### config.mk
export PLATFORM = sky130hd
export DESIGN_NAME = spm_power_mode
export DESIGN_NICKNAME = d
export VERILOG_FILES = /design/src/spm_pkg.sv /design/src/spm_qual_if.sv /design/src/spm_glitch_filter.sv /design/src/spm_power_mode.sv
export VERILOG_INCLUDE_DIRS = /design/src /design/src/src
export SDC_FILE = /design/constraint.sdc
export NUM_CORES = 1
export LEC_CHECK = 0
export ABC_AREA = 1
export BUFFER_PORTS_ARGS = -buffer_cell sky130_fd_sc_hd__buf_2
export CAP_MARGIN = 20
export CORE_MARGIN = 2
export CORE_UTILIZATION = 45
export DETAILED_ROUTE_END_ITERATION = 8
export PLACE_DENSITY = 0.65
export SYNTH_ARGS = -nofsm -noshare
export SYNTH_HDL_FRONTEND = slang
export SYNTH_SLANG_ARGS = --single-unit
export TNS_END_PERCENT = 1
### constraint.sdc
create_clock -name mclk -period 4.2 [get_ports mclk]
set_clock_uncertainty 0.2 [all_clocks]
set_input_delay 0.84 -clock mclk [delete_from_list [all_inputs] [get_ports mclk]]
set_output_delay 0.84 -clock mclk [all_outputs]
set_load 0.05 [all_outputs]
### src/spm_defs.svh
// Purpose: Constants for the sleep/active power mode controller.
// Assumes: Clock mclk at 250 MHz; times given in their own units.
// Notes:   Cycle counts are derived from the times and the clock rate.
`ifndef SPM_DEFS_SVH
`define SPM_DEFS_SVH

`define SPM_MCLK_MHZ      250
`define SPM_GRACE_US      1000
`define SPM_RELEASE_US    500
`define SPM_RST_STUCK_US  2000
`define SPM_FILT_NS       1000
`define SPM_GRACE_CYC     (`SPM_GRACE_US * `SPM_MCLK_MHZ)
`define SPM_RELEASE_CYC   (`SPM_RELEASE_US * `SPM_MCLK_MHZ)
`define SPM_RST_STUCK_CYC (`SPM_RST_STUCK_US * `SPM_MCLK_MHZ)
`define SPM_FILT_CYC      ((`SPM_FILT_NS * `SPM_MCLK_MHZ + 999) / 1000)

`define SPM_CH_LIN        0
`define SPM_CH_STATUS     1
`define SPM_CH_NET        2
`define SPM_CH_SWITCH     3
`define SPM_CH_PULSE      4
`define SPM_CH_KEEP       5
`define SPM_CH_RSTLOW     6
`define SPM_CH_RGN0       7
`define SPM_CH_RGN1       8
`define SPM_CH_APPOK      9
`define SPM_CH_FLOOR      10
`define SPM_NUM_CH        11

`define SPM_RGN_LOW       2'h0
`define SPM_RGN_CRIT      2'h1
`define SPM_RGN_NORMAL    2'h2
`define SPM_RGN_SUPER     2'h3

`endif

### src/spm_pkg.sv
// Purpose: Types shared by the power mode controller.
// Assumes: Nothing beyond the constants header.
// Notes:   State codes are left to the tools.
package spm_pkg;
  typedef enum logic [1:0] {SPM_INIT, SPM_SLEEP, SPM_ACTIVE} spm_state_t;
endpackage

### src/spm_qual_if.sv
// Purpose: Carries raw and qualified activity levels between the filter and the controller.
// Assumes: All levels are active high on both sides.
// Notes:   settled rises once every channel has had one full filter period.
interface spm_qual_if #(parameter int N = 11);
  logic [N-1:0] raw;
  logic [N-1:0] qual;
  logic         settled;
  modport filt (input raw, output qual, output settled);
  modport user (output raw, input qual, input settled);
endinterface

### src/spm_glitch_filter.sv
// Purpose: Synchronises and glitch-filters every activity and sense input.
// Assumes: Raw inputs are asynchronous to mclk.
// Notes:   A level is passed on only after holding for FILT_CYC cycles.
`include "spm_defs.svh"

module spm_glitch_filter
  import spm_pkg::*;
#(
  parameter int N        = `SPM_NUM_CH,
  parameter int FILT_CYC = `SPM_FILT_CYC
)
(
  input  wire logic mclk,          // System clock.
  input  wire logic rstn,          // Asynchronous reset, active low.
  spm_qual_if.filt  q              // Raw in, qualified out.
);
  localparam int CW = $clog2(FILT_CYC + 4);
  localparam logic [CW-1:0] LOAD = CW'(FILT_CYC);
  localparam logic [CW-1:0] SETTLE = CW'(FILT_CYC + 3);

  logic [CW-1:0] settle_r;
  logic          settled_r;

  genvar i;
  generate
    for (i = 0; i < N; i++)
    begin : g_ch
      logic          s1_r;
      logic          s2_r;
      logic          s3_r;
      logic          qual_r;
      logic [CW-1:0] cnt_r;
      wire           agree = (s2_r == s3_r);
      always_ff @(posedge mclk or negedge rstn)
      begin
        if (!rstn)
        begin
          s1_r   <= 1'b0;
          s2_r   <= 1'b0;
          s3_r   <= 1'b0;
          cnt_r  <= LOAD;
          qual_r <= 1'b0;
        end
        else
        begin
          s1_r <= q.raw[i];
          s2_r <= s1_r;
          s3_r <= s2_r;
          // A pulse shorter than the filter period restarts the count.
          if (!agree)
            cnt_r <= LOAD;
          else if (cnt_r != '0)
            cnt_r <= cnt_r - 1'b1;
          else
            qual_r <= s3_r;
        end
      end
      assign q.qual[i] = qual_r;
    end
  endgenerate

  always_ff @(posedge mclk or negedge rstn)
  begin
    if (!rstn)
    begin
      settle_r  <= SETTLE;
      settled_r <= 1'b0;
    end
    else if (settle_r != '0)
      settle_r <= settle_r - 1'b1;
    else
      settled_r <= 1'b1;
  end

  assign q.settled = settled_r;
endmodule

### src/spm_power_mode.sv
// Purpose: Sleep/active mode controller driving the regulator enable.
// Assumes: Battery region code and supply-valid level come from comparators.
// Notes:   All timers run on mclk; long counts are parameters for simulation.
`include "spm_defs.svh"

module spm_power_mode
  import spm_pkg::*;
#(
  parameter int GRACE_CYC     = `SPM_GRACE_CYC,
  parameter int RELEASE_CYC   = `SPM_RELEASE_CYC,
  parameter int RST_STUCK_CYC = `SPM_RST_STUCK_CYC,
  parameter int FILT_CYC      = `SPM_FILT_CYC
)
(
  input  wire logic       mclk,                    // System clock.
  input  wire logic       rstn,                    // Asynchronous reset.
  input  wire logic       lin_wake_n,              // LIN pin level.
  input  wire logic       status_wake_n,           // Status wake input.
  input  wire logic       network_rx_pair,         // Network rx activity.
  input  wire logic       local_switch_wake_n,     // Local switch input.
  input  wire logic       supply_pulse_event,      // Supply pulse seen.
  input  wire logic       supply_pulse_en,         // Pulse wake enable.
  input  wire logic [1:0] battery_sense_input,     // Battery region code.
  input  wire logic       app_supply_sense,        // App supply valid.
  input  wire logic       keep_awake_n,            // Keep-awake pin.
  input  wire logic       hold_bit,                // Software hold.
  input  wire logic       wake_allow_super_bit,    // Wake in super.
  input  wire logic       crit_wr,                 // Write critical bit.
  input  wire logic       crit_wr_data,            // New critical bit.
  input  wire logic       wake_floor_config_pin,   // Power-up strap.
  input  wire logic [3:0] override_set,            // Set override bits.
  input  wire logic       reset_pin_i,             // Reset pin level.
  output logic            reset_pin_o,             // Reset pin drive value.
  output logic            reset_pin_oe,            // Reset pin enable.
  output logic            regulator_en_o,          // Enable drive value.
  output logic            regulator_en_oe,         // Enable pin enable.
  output logic            active_mode,             // Active mode flag.
  output logic            circuits_en,             // Non-critical power.
  output logic            wake_allow_critical_bit, // Critical wake bit.
  output logic [3:0]      override_bits,           // Override bits.
  output logic [4:0]      wake_source              // Sources of last wake.
);
  localparam int GW = $clog2(GRACE_CYC + 1);
  localparam int RW = $clog2(RELEASE_CYC + 1);
  localparam int SW = $clog2(RST_STUCK_CYC + 1);
  localparam logic [GW-1:0] GRACE_LD   = GW'(GRACE_CYC);
  localparam logic [RW-1:0] RELEASE_LD = RW'(RELEASE_CYC);
  localparam logic [SW-1:0] STUCK_LD   = SW'(RST_STUCK_CYC);

  spm_qual_if #(.N(`SPM_NUM_CH)) qi ();

  spm_glitch_filter #(
    .N        (`SPM_NUM_CH),
    .FILT_CYC (FILT_CYC)
  ) u_filt (
    .mclk (mclk),
    .rstn (rstn),
    .q    (qi.filt)
  );

  // Raw levels are turned active high before filtering.
  assign qi.raw[`SPM_CH_LIN]    = ~lin_wake_n;
  assign qi.raw[`SPM_CH_STATUS] = ~status_wake_n;
  assign qi.raw[`SPM_CH_NET]    = network_rx_pair;
  assign qi.raw[`SPM_CH_SWITCH] = ~local_switch_wake_n;
  assign qi.raw[`SPM_CH_PULSE]  = supply_pulse_event;
  assign qi.raw[`SPM_CH_KEEP]   = ~keep_awake_n;
  assign qi.raw[`SPM_CH_RSTLOW] = ~reset_pin_i;
  assign qi.raw[`SPM_CH_RGN0]   = battery_sense_input[0];
  assign qi.raw[`SPM_CH_RGN1]   = battery_sense_input[1];
  assign qi.raw[`SPM_CH_APPOK]  = app_supply_sense;
  assign qi.raw[`SPM_CH_FLOOR]  = wake_floor_config_pin;

  spm_state_t     state_r;
  spm_state_t     state_nxt;
  logic           crit_r;
  logic [3:0]     ovr_r;
  logic [3:0]     ovr_nxt;
  logic [4:0]     src_r;
  logic [GW-1:0]  grace_r;
  logic [GW-1:0]  min_act_r;
  logic [RW-1:0]  release_r;
  logic [SW-1:0]  stuck_r;
  logic [GW-1:0]  rst_rise_r;
  logic           rst_low_d_r;
  logic           reg_oe_r;
  logic           rst_oe_r;

  // Filtered levels.
  wire [1:0] region   = {qi.qual[`SPM_CH_RGN1], qi.qual[`SPM_CH_RGN0]};
  wire       keep_pin = qi.qual[`SPM_CH_KEEP];
  wire       rst_low  = qi.qual[`SPM_CH_RSTLOW];
  wire       app_ok   = qi.qual[`SPM_CH_APPOK];
  wire       floor_hi = qi.qual[`SPM_CH_FLOOR];
  wire       in_low   = (region == `SPM_RGN_LOW);

  // Allowed wake range: normal always, low never.
  function automatic logic range_ok(input logic [1:0] rg, input logic crit_blk);
    logic ok;
    ok = 1'b0;
    unique case (rg)
      `SPM_RGN_LOW:    ok = 1'b0;
      `SPM_RGN_CRIT:   ok = ~crit_blk;
      `SPM_RGN_NORMAL: ok = 1'b1;
      `SPM_RGN_SUPER:  ok = wake_allow_super_bit;
    endcase
    return ok;
  endfunction

  // A set bit forbids critical-region wake; the strap picks the default.
  wire wake_ok      = range_ok(region, crit_r);
  wire powerup_ok   = range_ok(region, floor_hi);

  // Pin sources and network activity after override masking.
  wire [3:0] pin_act   = qi.qual[3:0];
  wire [3:0] masked    = pin_act & ~ovr_r;
  wire       pulse_act = qi.qual[`SPM_CH_PULSE] & supply_pulse_en;
  wire [4:0] wake_vec  = {pulse_act, masked};
  wire       activity  = |wake_vec;

  // Hold bit counts as keep-awake low; both lost on invalid supply.
  wire keep_req     = (keep_pin | hold_bit) & app_ok;
  wire act_clear    = ~activity | in_low;
  wire release_done = (release_r == '0) | in_low;
  wire grace_done   = (grace_r == '0);
  wire min_done     = (min_act_r == '0);
  wire reset_done   = (stuck_r == '0) & (rst_rise_r == '0);
  wire rst_fall     = rst_low & ~rst_low_d_r;
  wire rst_rise     = ~rst_low & rst_low_d_r;

  // All six sleep conditions together; the wake range is not consulted.
  wire go_sleep = act_clear & ~keep_req & release_done & grace_done
                & min_done & reset_done;
  wire go_wake  = activity & wake_ok;

  always_comb
  begin
    state_nxt = state_r;
    unique case (state_r)
      SPM_INIT:
      begin
        // Wait for filtered levels before judging the battery.
        if (qi.settled)
          state_nxt = powerup_ok ? SPM_ACTIVE : SPM_SLEEP;
      end
      SPM_SLEEP:
      begin
        if (go_wake)
          state_nxt = SPM_ACTIVE;
      end
      SPM_ACTIVE:
      begin
        if (go_sleep)
          state_nxt = SPM_SLEEP;
      end
      default:
        state_nxt = SPM_INIT;
    endcase
  end

  wire enter_active = (state_nxt == SPM_ACTIVE) & (state_r != SPM_ACTIVE);
  wire is_active    = (state_r == SPM_ACTIVE);

  always_ff @(posedge mclk or negedge rstn)
  begin
    if (!rstn)
      state_r <= SPM_INIT;
    else
      state_r <= state_nxt;
  end

  // Enable pin is driven low only in Active mode, else floated.
  always_ff @(posedge mclk or negedge rstn)
  begin
    if (!rstn)
      reg_oe_r <= 1'b0;
    else
      reg_oe_r <= (state_nxt == SPM_ACTIVE);
  end

  // Strap caught once filters have settled; later writes come from software.
  always_ff @(posedge mclk or negedge rstn)
  begin
    if (!rstn)
      crit_r <= 1'b0;
    else if (state_r == SPM_INIT && qi.settled)
      crit_r <= floor_hi;
    else if (crit_wr)
      crit_r <= crit_wr_data;
  end

  // Set wins over the automatic clear so a set is never lost.
  genvar b;
  generate
    for (b = 0; b < 4; b++)
    begin : g_ovr
      assign ovr_nxt[b] = override_set[b] | (ovr_r[b] & pin_act[b]);
    end
  endgenerate

  always_ff @(posedge mclk or negedge rstn)
  begin
    if (!rstn)
      ovr_r <= 4'h0;
    else
      ovr_r <= ovr_nxt;
  end

  always_ff @(posedge mclk or negedge rstn)
  begin
    if (!rstn)
      src_r <= 5'h00;
    else if (enter_active && state_r == SPM_SLEEP)
      src_r <= wake_vec;
  end

  // Grace timer restarts on entry and while the host holds power.
  always_ff @(posedge mclk or negedge rstn)
  begin
    if (!rstn)
      grace_r <= GRACE_LD;
    else if (enter_active || (is_active && keep_req))
      grace_r <= GRACE_LD;
    else if (is_active && grace_r != '0)
      grace_r <= grace_r - 1'b1;
  end

  // Minimum time since the enable went low; never restarted by the host.
  always_ff @(posedge mclk or negedge rstn)
  begin
    if (!rstn)
      min_act_r <= GRACE_LD;
    else if (enter_active)
      min_act_r <= GRACE_LD;
    else if (is_active && min_act_r != '0)
      min_act_r <= min_act_r - 1'b1;
  end

  // Release delay runs only while nothing asks to stay awake.
  always_ff @(posedge mclk or negedge rstn)
  begin
    if (!rstn)
      release_r <= RELEASE_LD;
    else if (keep_req || enter_active)
      release_r <= RELEASE_LD;
    else if (release_r != '0)
      release_r <= release_r - 1'b1;
  end

  always_ff @(posedge mclk or negedge rstn)
  begin
    if (!rstn)
      rst_low_d_r <= 1'b0;
    else
      rst_low_d_r <= rst_low;
  end

  // A reset held low past the timeout is taken as stuck and stops blocking.
  always_ff @(posedge mclk or negedge rstn)
  begin
    if (!rstn)
      stuck_r <= '0;
    else if (rst_fall)
      stuck_r <= STUCK_LD;
    else if (stuck_r != '0)
      stuck_r <= stuck_r - 1'b1;
  end

  always_ff @(posedge mclk or negedge rstn)
  begin
    if (!rstn)
      rst_rise_r <= '0;
    else if (rst_rise)
      rst_rise_r <= GRACE_LD;
    else if (rst_rise_r != '0)
      rst_rise_r <= rst_rise_r - 1'b1;
  end

  // Reset generator pulls the pin low while the app supply is invalid.
  always_ff @(posedge mclk or negedge rstn)
  begin
    if (!rstn)
      rst_oe_r <= 1'b0;
    else
      rst_oe_r <= ~app_ok & qi.settled;
  end

  assign reset_pin_o             = 1'b0;
  assign reset_pin_oe            = rst_oe_r;
  assign regulator_en_o          = 1'b0;
  assign regulator_en_oe         = reg_oe_r;
  assign active_mode             = reg_oe_r;
  assign circuits_en             = reg_oe_r;
  assign wake_allow_critical_bit = crit_r;
  assign override_bits           = ovr_r;
  assign wake_source             = src_r;
endmodule

* Word-level counts from Yosys, hierarchy flattened
Cells that the tools add are included.
Word-level totals: output and inout bits 16, flip-flop bits (word level) 246
Operators by class: mux-type cells 41, bitwise gates (word level) 49, eq/ne operators 29, $add $sub $neg 17, reduce and logical (&&, ||, !) cells 49
Operators with widths (number):
- 8-bit two-way mux | 22
- 18-bit two-way mux | 6
- 8-bit nonzero test | 12
- 8-bit by 1-bit subtractor with 8-bit output (second input constant) | 12
- 18-bit logical NOT | 3
- 18-bit nonzero test | 3
- 18-bit by 1-bit subtractor with 18-bit output (second input constant) | 3
- 19-bit two-way mux | 2
- 17-bit two-way mux | 2
- 2-bit inequality test (second input constant) | 12
- 1-bit inverter | 23
- 2-bit AND reduction | 11
- 19-bit logical NOT | 1
- 19-bit nonzero test | 1
- 19-bit by 1-bit subtractor with 19-bit output (second input constant) | 1
- 1-bit bitwise AND | 17
- 17-bit logical NOT | 1
- 17-bit nonzero test | 1
- 17-bit by 1-bit subtractor with 17-bit output (second input constant) | 1
- 2-bit nonzero test | 6
- 1-bit == test | 11
- 2-bit == test (second input constant) | 4
- 2-bit two-way mux | 4
- 1-bit case mux with 4 select lines | 2
- other kinds (10) | 24

* Logic depth before layout (Yosys ltp)
Gate-level depths: netlist of run 1.
depth after elaboration 16, mapped depth 13

* Hierarchy
From an unflattened synthesis of run 1, not the netlist that was laid out.
Unflattened totals: cell total of the unflattened synthesis 1652, area, all modules 13357.8 um^2
Modules (own cells, without submodules):
- spm_glitch_filter | area an instance 7204.4 um^2, times used 1, sequential area each 3619.7 um^2, cells each 856
- spm_power_mode | area an instance 6153.4 um^2, times used 1, sequential area each 2653.8 um^2, cells each 796

* Least setup slack after synthesis of run 1
Ideal clock, no wire load.
path kind input to register, start point input port hold_bit, end point register grace_r[14], cell stages on the path 6, path slack 2.126 ns, path buffers 1, data arrival time 1.797 ns, path through o21ai_0 -> nor2_1 -> nand3b_2 -> buf_2 -> a21oi_1 -> nand2_1
Between the ends: word-level cells in the longest chain between the ends 14, elaborated cells on any way between the ends 16, classes of those cells eq/ne (1); mux (3); bitwise (9); reduce/logical (3)
Ends and longest elaborated chain:
- start, declared | RTL line spm_power_mode.sv:26 | input wire logic hold_bit,
- 1-bit OR * | RTL line spm_power_mode.sv:122 | wire keep_req = (keep_pin | hold_bit) & app_ok;
- 1-bit bitwise AND * | RTL line spm_power_mode.sv:122
- 1-bit inverter | RTL line spm_power_mode.sv:132 | wire go_sleep = act_clear & ~keep_req & release_done & grace_done
- 1-bit bitwise AND (3 in a row) | RTL line spm_power_mode.sv:132
- 1-bit bitwise AND (2 in a row) | RTL line spm_power_mode.sv:133 | & min_done & reset_done;
- 2-bit two-way mux | RTL line spm_power_mode.sv:153 | if (go_sleep)
- 2-bit case mux with 3 select lines | RTL line spm_power_mode.sv:139 | unique case (state_r)
- 2-bit == test | RTL line spm_power_mode.sv:161 | wire enter_active = (state_nxt == SPM_ACTIVE) & (state_r != SPM_ACTIVE);
- 1-bit bitwise AND | RTL line spm_power_mode.sv:161
- 1-bit logical OR * | RTL line spm_power_mode.sv:222 | else if (enter_active || (is_active && keep_req))
- 18-bit two-way mux / 2-bit nonzero test (equally long branches)
- end signal, assigned | RTL line spm_power_mode.sv:225 | grace_r <= grace_r - 1'b1;
- end, declared | RTL line spm_power_mode.sv:80 | logic [GW-1:0] grace_r;
Mark *: on every way between the ends. The rest lies on a longest branch, timed or not. A chain may end at the register's enable or synchronous reset.

* Worst setup path in the final report of run 1
start point register reg_oe_r (netlist: active_mode), end point output port circuits_en
RTL lines:
- start, declared | RTL line spm_power_mode.sv:86 | logic reg_oe_r;
- start signal, assigned | RTL line spm_power_mode.sv:178 | reg_oe_r <= (state_nxt == SPM_ACTIVE);
- end, declared | RTL line spm_power_mode.sv:38 | output logic circuits_en,
No word-level cell between the ends.

==> results of run 1 <==
layout make-up:
cell class	instances	area (um2)	share of cell area, %
clock inverters	10	114	0.815
multi-input cells	992	5250	37.6
repair buffers	39	228	1.63
inverters	223	847	6.07
flip-flops and latches	246	6270	44.9
well taps	372	465	3.33
clock buffers	42	783	5.61
metal layers:
metal,vias to the layer above,track usage (%)
li1,4894,-
met1,4403,23.8
met2,115,27.7
met3,31,2.47
met4,0,3.64
met5,-,0
power by group through the flow:
stage	combinational (uW)	clock, uW	sequential, uW
finish	1040	2360	2960
global route	1240	2520	3010
CTS	1050	2430	2960
detailed placement	1050	0	2990
global placement	1020	0	2990
floorplan	822	0	2940
metrics by stage:
stage	cells	utilization [%]	hold slack [ns]
after floorplan	1474	-	0.131
after global placement	1872	48.2	0.132
after detailed placement	1872	48.2	0.140
after CTS	1924	51.5	0.148
after global routing	1924	51.5	0.155
final	1924	51.5	0.0957
sequential cells by signal, indices dropped and copies added, names as in the netlist, 2 cells and up:
name	cells
rst_rise_r	18
u_filt.g_ch.s2_r	11
wake_source	5
u_filt.g_ch.qual_r	11
min_act_r	18
grace_r	18
override_bits	4
u_filt.g_ch.s1_r	11
u_filt.g_ch.s3_r	11
stuck_r	19
u_filt.settle_r	8
release_r	17
state_r	2
u_filt.g_ch.cnt_r	88
placed cells by master (no fill, tap or decap), types with 8 or more instances in the layout:
cell type / synthesis / routed
sky130_fd_sc_hd__nand2_1: 256 / 256
sky130_fd_sc_hd__dfstp_2: 94 / 94
sky130_fd_sc_hd__clkbuf_1: 2 / 11
sky130_fd_sc_hd__a21oi_1: 68 / 68
sky130_fd_sc_hd__nand4_1: 29 / 29
sky130_fd_sc_hd__nor2_1: 194 / 194
sky130_fd_sc_hd__inv_1: 215 / 215
sky130_fd_sc_hd__o21ai_0: 86 / 86
sky130_fd_sc_hd__xnor2_1: 22 / 22
sky130_fd_sc_hd__nand3b_1: 11 / 11
sky130_fd_sc_hd__nor2_4: 9 / 9
sky130_fd_sc_hd__or2_2: 8 / 8
sky130_fd_sc_hd__clkbuf_16: 0 / 28
sky130_fd_sc_hd__a31oi_1: 8 / 8
sky130_fd_sc_hd__dfrtp_1: 152 / 152
sky130_fd_sc_hd__o211ai_1: 14 / 14
sky130_fd_sc_hd__nor3_1: 40 / 40
sky130_fd_sc_hd__xor2_1: 37 / 37
sky130_fd_sc_hd__nand3_1: 92 / 92
sky130_fd_sc_hd__nor2_2: 14 / 14
sky130_fd_sc_hd__ha_1: 22 / 22
sky130_fd_sc_hd__nand2_2: 8 / 8
sky130_fd_sc_hd__o31ai_1: 10 / 10
sky130_fd_sc_hd__buf_2: 3 / 34
worst paths after layout:
check                                       from                      end  slack [ns]
setup / recovery                     active_mode              circuits_en        1.88
hold / removal                              rstn  u_filt.g_ch[9].cnt_r[2]         0.1
setup reg to reg           u_filt.g_ch[5].qual_r               grace_r[6]        1.96
hold reg to reg              u_filt.g_ch[0].s1_r      u_filt.g_ch[0].s2_r        0.15
max in group asynchronous                   rstn               grace_r[4]        2.65
min in group mclk            u_filt.g_ch[0].s1_r      u_filt.g_ch[0].s2_r        0.15
kinds of logic after synthesis:
kind of cell | count (synthesis) | share of synthesized area, %
fa+ha+maj | 22 | 2.21
simple gates | 689 | 25.6
compound gates | 218 | 9.98
mux | 2 | 0.171
buf+inv | 236 | 7.58
flops | 246 | 50.3
other cells | 1 | 0.0301
xor+xnor | 59 | 4.14
==> impl_metrics.prom, run 1 <==
# TYPE chip_impl_metric gauge
chip_impl_metric{name="power.switching_fraction",unit="%"} 29.0
chip_impl_metric{name="netlist.area_leader.share",unit="%"} 30.5
chip_impl_metric{name="wl_per_cell",unit="um"} 12.1
chip_impl_metric{name="crit_path_max_incr_delay",unit="ns"} 0.45
chip_impl_metric{name="mappedNetlistArea",unit="um2"} 12500
chip_impl_metric{name="syn_avg_cell_area",unit="um2"} 8.46
chip_impl_metric{name="finalWeightedCongestion",unit=""} 0.852
chip_impl_metric{name="final.setup.tns",unit="ns"} 0
chip_impl_metric{name="power.leakage",unit="uW"} 0.00654
chip_impl_info{name="start_kind",value="register"} 1
chip_impl_info{name="yosysTopAreaCell",value="sky130_fd_sc_hd__dfrtp_1"} 1
chip_impl_metric{name="floorplan.die_area",unit="um2"} 29100
chip_impl_info{name="post-synth-top-count-cell",value="sky130_fd_sc_hd__nand2_1"} 1
chip_impl_metric{name="finalInstanceArea",unit="um2"} 14000
chip_impl_metric{name="global_route_usage_over_all_layers",unit="%"} 16.9
chip_impl_metric{name="placement_rows",unit=""} 60
chip_impl_metric{name="num_antenna_cells",unit=""} 0
chip_impl_metric{name="place.detailed.hpwl",unit="um"} 16300
chip_impl_metric{name="die_height",unit="um"} 170
chip_impl_info{name="slowest_stage",value="sky130_fd_sc_hd__dfrtp_1"} 1
chip_impl_info{name="highest-signal-layer",value="met4"} 1
chip_impl_metric{name="cts_resized",unit=""} 0
chip_impl_metric{name="drtPass1Iterations",unit=""} 5
chip_impl_info{name="ys.flop_type",value="sky130_fd_sc_hd__dfrtp_1"} 1
chip_impl_metric{name="width_of_the_die",unit="um"} 170
chip_impl_metric{name="ys_warn_count",unit=""} 0
chip_impl_metric{name="met3WireLength",unit="um"} 686
chip_impl_metric{name="grt_pass1_vias",unit=""} 9202
chip_impl_metric{name="detailed_place.area",unit="um2"} 13100
chip_impl_metric{name="required",unit="ns"} 3.16
chip_impl_metric{name="final-max-slew-violation-count",unit=""} 0
chip_impl_info{name="status",value="finished, final reports clean"} 1
chip_impl_metric{name="path_buf_inv",unit=""} 1
chip_impl_metric{name="num-fill-cells",unit=""} 2506
chip_impl_metric{name="start_util",unit="%"} 46.0
chip_impl_metric{name="power.clock.fraction",unit="%"} 37.0
chip_impl_metric{name="cts_setup_buffers",unit=""} 0
chip_impl_metric{name="fin_crit_sh",unit="%"} 55.3
chip_impl_metric{name="p_sw",unit="uW"} 1850
chip_impl_metric{name="drt_iter0_drc",unit=""} 591
chip_impl_metric{name="port_buffers",unit=""} 35
chip_impl_info{name="rsz0062_at_grt",value="no"} 1
chip_impl_metric{name="ir_worst_vdd",unit="mV"} 0.316
chip_impl_info{name="nature_of_the_critical_path_endpoint",value="primary output"} 1
chip_impl_metric{name="drive_above_1_share",unit="%"} 15.5
chip_impl_metric{name="htree_levels",unit=""} 1
chip_impl_metric{name="cts_buffers",unit=""} 28
chip_impl_metric{name="final_nets",unit=""} 1574
chip_impl_info{name="post_synth_main_area_contributors",value="sky130_fd_sc_hd__dfrtp_1 31%, sky130_fd_sc_hd__dfstp_2 20%, sky130_fd_sc_hd__nand2_1 7.7%"} 1
chip_impl_metric{name="fmaxAchievable",unit="GHz"} 0.430
chip_impl_metric{name="ant_nets",unit=""} 0
chip_impl_metric{name="routed_wl",unit="um"} 23200
chip_impl_metric{name="worstMarginPinSlew",unit="ns"} 0.738
chip_impl_metric{name="intPower",unit="uW"} 4510
chip_impl_metric{name="netlist-cell-type-count",unit=""} 56
chip_impl_metric{name="detail_route.wirelength.met1",unit="um"} 11600
chip_impl_metric{name="cts_sinks",unit=""} 246
chip_impl_metric{name="cp_max_fo",unit=""} 3
chip_impl_metric{name="cellPowerDensity",unit="nW/um2"} 456
chip_impl_metric{name="cap_violations",unit=""} 0
chip_impl_metric{name="p_seq_share",unit="%"} 46.6
chip_impl_metric{name="crit_arrival",unit="ns"} 1.28
chip_impl_metric{name="remaining_drc_errors",unit=""} 0
chip_impl_metric{name="maxSlewHeadroom",unit="%"} 50.8
chip_impl_info{name="critical_path_class",value="reg -> out"} 1
chip_impl_info{name="cts-root-buf",value="sky130_fd_sc_hd__clkbuf_16"} 1
chip_impl_metric{name="areaGrowthSynthToFinish",unit="%"} 12.0
chip_impl_metric{name="fraction_of_registers_with_async_set_or_reset_after_synthesis",unit="%"} 100
chip_impl_metric{name="finalSetupViolCount",unit=""} 0
chip_impl_info{name="ys_top_cells_by_count",value="256 x sky130_fd_sc_hd__nand2_1, 215 x sky130_fd_sc_hd__inv_1, 194 x sky130_fd_sc_hd__nor2_1, 152 x sky130_fd_sc_hd__dfrtp_1, 94 x sky130_fd_sc_hd__dfstp_2"} 1
chip_impl_metric{name="clkLatencyLatePin",unit="ns"} 0.55
chip_impl_metric{name="count_of_pins_on_the_block_boundary",unit=""} 38
chip_impl_metric{name="hold_buffers_post_cts",unit=""} 0
chip_impl_info{name="cts_tree",value="built"} 1
chip_impl_metric{name="path_depth",unit=""} 1
chip_impl_metric{name="postLayoutSetupSlackWorst",unit="ns"} 1.88
chip_impl_metric{name="path_clk_slew",unit="ns"} 0.06
chip_impl_metric{name="post-route-min-period",unit="ns"} 2.32
chip_impl_metric{name="power_total",unit="uW"} 6360
chip_impl_metric{name="hold_viol",unit=""} 0
chip_impl_info{name="critical-path-top-delay-family",value="flip-flops"} 1
chip_impl_metric{name="place_ws",unit="ns"} 1.44
chip_impl_info{name="timing.critical_path.cells",value="buf_2"} 1
chip_impl_metric{name="p_comb_share",unit="%"} 16.4
chip_impl_metric{name="via_per_inst",unit=""} 4.91
chip_impl_metric{name="grt_overflow_total",unit=""} 0
chip_impl_metric{name="yosys_register_bits",unit=""} 246
chip_impl_metric{name="vias",unit=""} 9443
chip_impl_metric{name="detailroute.wirelength.met2",unit="um"} 10500
chip_impl_metric{name="cell_count_after_synthesis",unit=""} 1473
chip_impl_metric{name="synth-seq-area-share",unit="%"} 50.3
chip_impl_metric{name="core_area",unit="um2"} 27100
chip_impl_metric{name="initial_antenna_violation_count",unit=""} 0
chip_impl_metric{name="synth_edf_count",unit=""} 0
chip_impl_metric{name="first_pass_grt_wire_length",unit="um"} 41400
chip_impl_metric{name="ff2ff_path_depth",unit=""} 6
chip_impl_metric{name="max-clock-path-buffers",unit=""} 3
chip_impl_metric{name="grt_start_max_net_pins",unit=""} 93
chip_impl_info{name="path_type_of_the_worst_min_delay_path",value="in -> async"} 1
Power figures use the tool's default switching activity.
==> run 2, diff against run 1 <==
--- a/config.mk
+++ b/config.mk
@@ -12,7 +12,7 @@
 export CORE_MARGIN = 2
 export CORE_UTILIZATION = 45
 export DETAILED_ROUTE_END_ITERATION = 8
-export PLACE_DENSITY = 0.65
+export PLACE_DENSITY = 0.67
 export SYNTH_ARGS = -nofsm -noshare
 export SYNTH_HDL_FRONTEND = slang
 export SYNTH_SLANG_ARGS = --single-unit
==> constraint.sdc (replaced) <==
create_clock -name mclk -period 1.95 [get_ports mclk]
set_clock_uncertainty 0.2 [all_clocks]
set_input_delay 0.39 -clock mclk [delete_from_list [all_inputs] [get_ports mclk]]
set_output_delay 0.39 -clock mclk [all_outputs]
set_load 0.05 [all_outputs]
==> run 2 against run 1 <==
Net effect:
- worst hold slack better by 0.027 ns
- wire length grew 2.7%
- clock power grew 110%
- highest routed layer unchanged
- global-route usage about the same
==> impl_metrics.prom, run 2 (same netlist as run 1, synthesis figures left out) <==
# TYPE chip_impl_metric gauge
chip_impl_metric{name="path_depth",unit=""} 1
chip_impl_metric{name="grt_pass1_vias",unit=""} 9309
chip_impl_metric{name="finalWeightedCongestion",unit=""} 0.862
chip_impl_info{name="slowest_stage",value="sky130_fd_sc_hd__dfrtp_1"} 1
chip_impl_info{name="status",value="finished, final reports clean"} 1
chip_impl_metric{name="fin_crit_sh",unit="%"} 97.3
chip_impl_metric{name="initial_antenna_violation_count",unit=""} 0
chip_impl_info{name="timing.critical_path.cells",value="buf_2"} 1
chip_impl_metric{name="floorplan.die_area",unit="um2"} 29100
chip_impl_metric{name="postLayoutSetupSlackWorst",unit="ns"} 0.0519
chip_impl_metric{name="final_nets",unit=""} 1633
chip_impl_metric{name="die_height",unit="um"} 170
chip_impl_metric{name="routed_wl",unit="um"} 23900
chip_impl_metric{name="final-max-slew-violation-count",unit=""} 0
chip_impl_metric{name="ant_nets",unit=""} 0
chip_impl_metric{name="largest_register_ffs",unit=""} 88
chip_impl_metric{name="first_pass_grt_wire_length",unit="um"} 41600
chip_impl_info{name="leading_cell_type_in_the_layout_fill_and_taps_excluded",value="sky130_fd_sc_hd__nand2_1"} 1
chip_impl_metric{name="via_per_inst",unit=""} 4.92
chip_impl_info{name="nature_of_the_critical_path_endpoint",value="primary output"} 1
chip_impl_metric{name="ir_worst_vdd",unit="mV"} 0.727
chip_impl_metric{name="min_delay_path_depth",unit=""} 5
chip_impl_metric{name="maxSlewHeadroom",unit="%"} 58.7
chip_impl_metric{name="drt_iter0_drc",unit=""} 494
chip_impl_metric{name="max-clock-path-buffers",unit=""} 3
chip_impl_metric{name="place_ws",unit="ns"} 0.0305
chip_impl_metric{name="count_of_pins_on_the_block_boundary",unit=""} 38
chip_impl_info{name="largest_register",value="u_filt.g_ch.cnt_r"} 1
chip_impl_metric{name="place.detailed.hpwl",unit="um"} 17100
chip_impl_metric{name="path_clk_slew",unit="ns"} 0.06
chip_impl_metric{name="remaining_drc_errors",unit=""} 0
chip_impl_metric{name="required",unit="ns"} 1.36
chip_impl_metric{name="crit_arrival",unit="ns"} 1.31
chip_impl_metric{name="cap_violations",unit=""} 0
chip_impl_metric{name="path_buf_inv",unit=""} 1
chip_impl_metric{name="core_area",unit="um2"} 27100
chip_impl_info{name="crit_start",value="active_mode"} 1
chip_impl_metric{name="areaGrowthSynthToFinish",unit="%"} 17.2
chip_impl_info{name="cts-root-buf",value="sky130_fd_sc_hd__clkbuf_16"} 1
chip_impl_info{name="min-delay-start",value="wake_allow_super_bit"} 1
chip_impl_metric{name="num_antenna_cells",unit=""} 0
chip_impl_metric{name="port_buffers",unit=""} 35
chip_impl_metric{name="worstMarginPinSlew",unit="ns"} 0.617
chip_impl_metric{name="finalSetupViolCount",unit=""} 0
chip_impl_metric{name="start_util",unit="%"} 46.0
chip_impl_info{name="worst_r2r_startpoint",value="u_filt.g_ch[8].qual_r"} 1
chip_impl_metric{name="post-route-min-period",unit="ns"} 1.90
chip_impl_info{name="rsz0062_at_grt",value="yes"} 1
chip_impl_metric{name="register_to_register_setup_slack",unit="ns"} 0.10
chip_impl_metric{name="drive_above_1_share",unit="%"} 19.6
chip_impl_metric{name="drtPass1Iterations",unit=""} 5
chip_impl_metric{name="power.leakage",unit="uW"} 0.00688
chip_impl_info{name="layout.cells.most_common_list",value="251 x sky130_fd_sc_hd__nand2_1, 207 x sky130_fd_sc_hd__inv_1, 181 x sky130_fd_sc_hd__nor2_1"} 1
chip_impl_metric{name="grt_overflow_total",unit=""} 0
chip_impl_metric{name="finish.utilization",unit="%"} 53.9
chip_impl_metric{name="width_of_the_die",unit="um"} 170
chip_impl_info{name="top_regs",value="u_filt.g_ch.cnt_r (88), stuck_r (19)"} 1
chip_impl_metric{name="ff2ff_path_depth",unit=""} 8
chip_impl_info{name="critical-path-top-delay-family",value="flip-flops"} 1
chip_impl_metric{name="clkLatencyLatePin",unit="ns"} 0.56
chip_impl_metric{name="cts_sinks",unit=""} 246
chip_impl_info{name="cts_tree",value="built"} 1
chip_impl_info{name="start_kind",value="register"} 1
chip_impl_info{name="path_type_of_the_worst_min_delay_path",value="in -> reg"} 1
chip_impl_info{name="critical_path_class",value="reg -> out"} 1
chip_impl_metric{name="placement_rows",unit=""} 60
chip_impl_metric{name="wl_per_cell",unit="um"} 12.0
chip_impl_metric{name="crit_path_max_incr_delay",unit="ns"} 0.45
chip_impl_metric{name="cp_max_fo",unit=""} 3
chip_impl_metric{name="cts_buffers",unit=""} 27
chip_impl_metric{name="cellPowerDensity",unit="nW/um2"} 947
chip_impl_metric{name="hold_viol",unit=""} 0
chip_impl_metric{name="global_route_usage_over_all_layers",unit="%"} 16.9
chip_impl_metric{name="htree_levels",unit=""} 1
chip_impl_metric{name="vias",unit=""} 9746
chip_impl_metric{name="grt_start_max_net_pins",unit=""} 63
chip_impl_metric{name="fmaxAchievable",unit="GHz"} 0.527
## run 2: changes by cell type in the layout (fill, tap and decap cells not counted), moves of 8 or more
cell	change
sky130_fd_sc_hd__inv_2	+9
sky130_fd_sc_hd__nor2_2	+10
sky130_fd_sc_hd__dlygate4sd3_1	+19
sky130_fd_sc_hd__nor2_1	-13
sky130_fd_sc_hd__inv_1	-8
sky130_fd_sc_hd__buf_4	+38
## run 2: path summary, 6_finish.rpt
| kind | endpoint |
|---|---|
| setup / recovery | circuits_en |
| hold / removal | state_r[1] |
| setup reg to reg | min_act_r[3] |
| hold reg to reg | u_filt.g_ch[9].s2_r |
| max in group asynchronous | u_filt.g_ch[10].cnt_r[1] |
| min in group asynchronous | u_filt.g_ch[8].s1_r |
## run 2: timing repair
| action | 4_1_cts | 5_1_grt |
|---|---|---|
| setup buffers | 0 | 6 |
| hold buffers | 19 | 0 |
| setup endpoints to repair | 0 | 78 |
| resized for setup | 0 | 43 |
| endpoints found under the hold margin | 177 | 0 |
## run 2: final cells by class
class / instances / area [um2]
repair buffers: 99 / 766
well taps: 372 / 465
flip-flops and latches: 246 / 6270
clock buffers: 40 / 785
fillers: 2464 / 12500
inverters: 223 / 847
clock inverters: 10 / 97.6
multi-input cells: 992 / 5380
## run 2: layer usage
metal | wire length, um | share of wire [%] | GRT usage [%]
met5 | 0 | 0 | 0
met4 | 485 | 2.0 | 4.20
met3 | 735 | 3.1 | 2.26
met2 | 11000 | 46 | 28.1
met1 | 11600 | 49 | 23.4
## run 2: per-stage QoR
step	total power (uW)	instances	TNS (ns)	area, um2	hold WS [ns]
after floorplan	8110	1474	0	12500	-0.106
after global placement	8710	1907	0	13400	0.105
after detailed placement	8800	1907	0	13400	0.106
after CTS	13900	1976	0	14400	0.114
after global routing	14700	1982	-0.646	14600	0.137
final	13800	1982	0	14600	0.123
## run 2: where the power goes
group / switching, uW / leakage, uW / internal (uW)
clock network: 2070 / 0.000440 / 2930
logic: 1490 / 0.00361 / 950
registers: 558 / 0.00283 / 5840
total: 4120 / 0.00688 / 9720
==> run 3, diff against run 2 <==
--- a/config.mk
+++ b/config.mk
@@ -11,6 +11,7 @@
 export CAP_MARGIN = 20
 export CORE_MARGIN = 2
 export CORE_UTILIZATION = 45
+export CTS_BUF_LIST = sky130_fd_sc_hd__clkbuf_4
 export DETAILED_ROUTE_END_ITERATION = 8
 export PLACE_DENSITY = 0.67
 export SYNTH_ARGS = -nofsm -noshare
==> run 3 against run 2 <==
Net effect:
- via count increased by 3.8%
- worst hold slack gained 0.010 ns
- critical path type unchanged
- power is 1.5% lower
- combinational power is essentially flat
- largest cell class unchanged
- sequential share of layout area down 0.40 points
- die area unchanged
==> impl_metrics.prom, run 3 (same netlist as run 1, synthesis figures left out) <==
# TYPE chip_impl_metric gauge
chip_impl_info{name="status",value="finished, final reports clean"} 1
chip_impl_metric{name="final_nets",unit=""} 1677
chip_impl_metric{name="maxSlewHeadroom",unit="%"} 45.1
chip_impl_info{name="leading_cell_type_in_the_layout_fill_and_taps_excluded",value="sky130_fd_sc_hd__nand2_1"} 1
chip_impl_metric{name="crit_path_max_incr_delay",unit="ns"} 0.46
chip_impl_metric{name="place.detailed.hpwl",unit="um"} 17100
chip_impl_info{name="cts-root-buf",value="sky130_fd_sc_hd__clkbuf_4"} 1
chip_impl_metric{name="fin_crit_sh",unit="%"} 97.3
chip_impl_metric{name="required",unit="ns"} 1.36
chip_impl_metric{name="cp_max_fo",unit=""} 3
chip_impl_metric{name="path_clk_slew",unit="ns"} 0.07
chip_impl_metric{name="cellPowerDensity",unit="nW/um2"} 924
chip_impl_metric{name="p_comb_share",unit="%"} 18.0
chip_impl_metric{name="power.leakage",unit="uW"} 0.00701
chip_impl_info{name="path_type_of_the_worst_min_delay_path",value="in -> reg"} 1
chip_impl_metric{name="wl_per_cell",unit="um"} 12.2
chip_impl_info{name="start_kind",value="register"} 1
chip_impl_metric{name="hold_viol",unit=""} 0
chip_impl_info{name="cts_tree",value="built"} 1
chip_impl_metric{name="floorplan.die_area",unit="um2"} 29100
chip_impl_metric{name="width_of_the_die",unit="um"} 170
chip_impl_info{name="rsz0062_at_grt",value="yes"} 1
chip_impl_info{name="layout.cells.most_common_list",value="250 x sky130_fd_sc_hd__nand2_1, 208 x sky130_fd_sc_hd__inv_1, 182 x sky130_fd_sc_hd__nor2_1"} 1
chip_impl_metric{name="via_per_inst",unit=""} 4.91
chip_impl_metric{name="cap_violations",unit=""} 0
chip_impl_metric{name="max-clock-path-buffers",unit=""} 3
chip_impl_metric{name="drt_iter0_drc",unit=""} 506
chip_impl_info{name="top_regs",value="u_filt.g_ch.cnt_r (88), stuck_r (19)"} 1
chip_impl_metric{name="placement_rows",unit=""} 60
chip_impl_metric{name="power_total",unit="uW"} 13600
chip_impl_metric{name="final.setup.tns",unit="ns"} 0
chip_impl_metric{name="port_buffers",unit=""} 35
chip_impl_metric{name="power.clock.fraction",unit="%"} 35.0
chip_impl_metric{name="crit_arrival",unit="ns"} 1.31
chip_impl_metric{name="path_buf_inv",unit=""} 1
chip_impl_metric{name="fin_hold_ws",unit="ns"} 0.133
chip_impl_metric{name="intPower",unit="uW"} 9330
chip_impl_metric{name="fmaxAchievable",unit="GHz"} 0.527
chip_impl_info{name="worst_r2r_startpoint",value="wake_allow_critical_bit"} 1
chip_impl_metric{name="finalSetupViolCount",unit=""} 0
chip_impl_metric{name="routed_wl",unit="um"} 25100
chip_impl_metric{name="p_seq_share",unit="%"} 47.0
chip_impl_metric{name="final-max-slew-violation-count",unit=""} 0
chip_impl_metric{name="p_sw",unit="uW"} 4300
chip_impl_metric{name="start_util",unit="%"} 46.0
chip_impl_metric{name="ant_nets",unit=""} 0
chip_impl_metric{name="cts_buffers",unit=""} 69
chip_impl_metric{name="ir_worst_vdd",unit="mV"} 0.574
chip_impl_info{name="timing.critical_path.cells",value="buf_6"} 1
chip_impl_metric{name="power.switching_fraction",unit="%"} 31.6
chip_impl_metric{name="grt_overflow_total",unit=""} 0
chip_impl_metric{name="first_pass_grt_wire_length",unit="um"} 43100
chip_impl_metric{name="finish.utilization",unit="%"} 54.4
chip_impl_metric{name="worstMarginPinSlew",unit="ns"} 0.823
chip_impl_metric{name="dp_cells",unit=""} 1907
chip_impl_metric{name="post-route-min-period",unit="ns"} 1.90
chip_impl_metric{name="clkLatencyLatePin",unit="ns"} 0.70
chip_impl_metric{name="remaining_drc_errors",unit=""} 0
chip_impl_metric{name="finalWeightedCongestion",unit=""} 0.862
chip_impl_metric{name="areaGrowthSynthToFinish",unit="%"} 18.3
chip_impl_metric{name="grt_pass1_vias",unit=""} 9689
chip_impl_info{name="critical-path-top-delay-family",value="flip-flops"} 1
chip_impl_metric{name="drive_above_1_share",unit="%"} 22.6
chip_impl_metric{name="htree_levels",unit=""} 3
chip_impl_metric{name="global_route_usage_over_all_layers",unit="%"} 17.9
chip_impl_metric{name="grt_start_max_net_pins",unit=""} 63
chip_impl_info{name="min-delay-start",value="network_rx_pair"} 1
chip_impl_info{name="critical_path_class",value="reg -> out"} 1
chip_impl_metric{name="vias",unit=""} 10100
chip_impl_metric{name="die_height",unit="um"} 170
chip_impl_info{name="largest_register",value="u_filt.g_ch.cnt_r"} 1
chip_impl_metric{name="largest_register_ffs",unit=""} 88
chip_impl_metric{name="count_of_pins_on_the_block_boundary",unit=""} 38
chip_impl_metric{name="fin_cells",unit=""} 2062
chip_impl_metric{name="cts_sinks",unit=""} 246
chip_impl_metric{name="initial_antenna_violation_count",unit=""} 1
chip_impl_metric{name="drtPass1Iterations",unit=""} 5
chip_impl_info{name="crit_start",value="active_mode"} 1
chip_impl_info{name="nature_of_the_critical_path_endpoint",value="primary output"} 1
chip_impl_metric{name="core_area",unit="um2"} 27100
chip_impl_info{name="slowest_stage",value="sky130_fd_sc_hd__dfrtp_2"} 1
==> run 3: cell count changes in the layout (fill, tap and decap cells not counted), moves of 6 or more <==
cell / change
sky130_fd_sc_hd__clkbuf_16: -27
sky130_fd_sc_hd__clkbuf_1: -7
sky130_fd_sc_hd__clkbuf_4: +99
sky130_fd_sc_hd__clkbuf_8: -6
sky130_fd_sc_hd__clkinv_1: +17
sky130_fd_sc_hd__buf_6: +14
sky130_fd_sc_hd__buf_2: -12
==> run 3: final timing paths <==
check                                               end  slack [ns]  cells after the start
worst max register to register             min_act_r[3]        0.10                      7
worst min register to register      u_filt.g_ch[7].s2_r        0.15                      0
worst min-delay path                u_filt.g_ch[2].s1_r        0.13                      2
max in group asynchronous                   stuck_r[18]        0.43                      3
worst max-delay path                        active_mode        0.05                      1
min in group asynchronous       u_filt.g_ch[8].cnt_r[5]        0.18                      2
==> run 3: per-stage QoR <==
stage	setup WS, ns	instance area [um2]
after floorplan	0.0289	12500
after global placement	0.0706	13400
after detailed placement	0.0305	13400
after CTS	-0.0213	14600
after global routing	-0.0856	14800
final	0.0529	14800
==> run 3: repair_timing <==
action,4_1_cts,5_1_grt
setup buffers,2,3
cloned,0,0
gates resized for setup,28,44
hold endpoints to repair,252,0
hold buffers,22,0
pin swaps,4,12
setup endpoints to repair,15,106
==> run 3: routing by layer <==
metal	wire (um)	vias to the layer above	track usage, %
met5	0	-	0
met4	529	0	6.95
met3	935	44	3.77
met2	11500	173	28.5
met1	12100	4740	23.9
li1	-	5160	-
==> run 3: power groups by stage <==
| stage | logic, uW | clock network (uW) | registers [uW] |
|---|---|---|---|
| floorplan | 1770 | 0 | 6340 |
| global placement | 2280 | 0 | 6430 |
| detailed placement | 2360 | 0 | 6440 |
| CTS | 2420 | 5000 | 6380 |
| global route | 2860 | 5280 | 6490 |
| finish | 2450 | 4770 | 6400 |
==> run 3: area by class of cell <==
cell class | count | area [um2]
diodes | 1 | 2.50
clock buffers | 100 | 751
clock inverters | 27 | 155
fillers | 2503 | 12400
inverters | 223 | 850
multi-input cells | 992 | 5380
flip-flops and latches | 246 | 6270
well taps | 372 | 465
repair buffers | 101 | 873
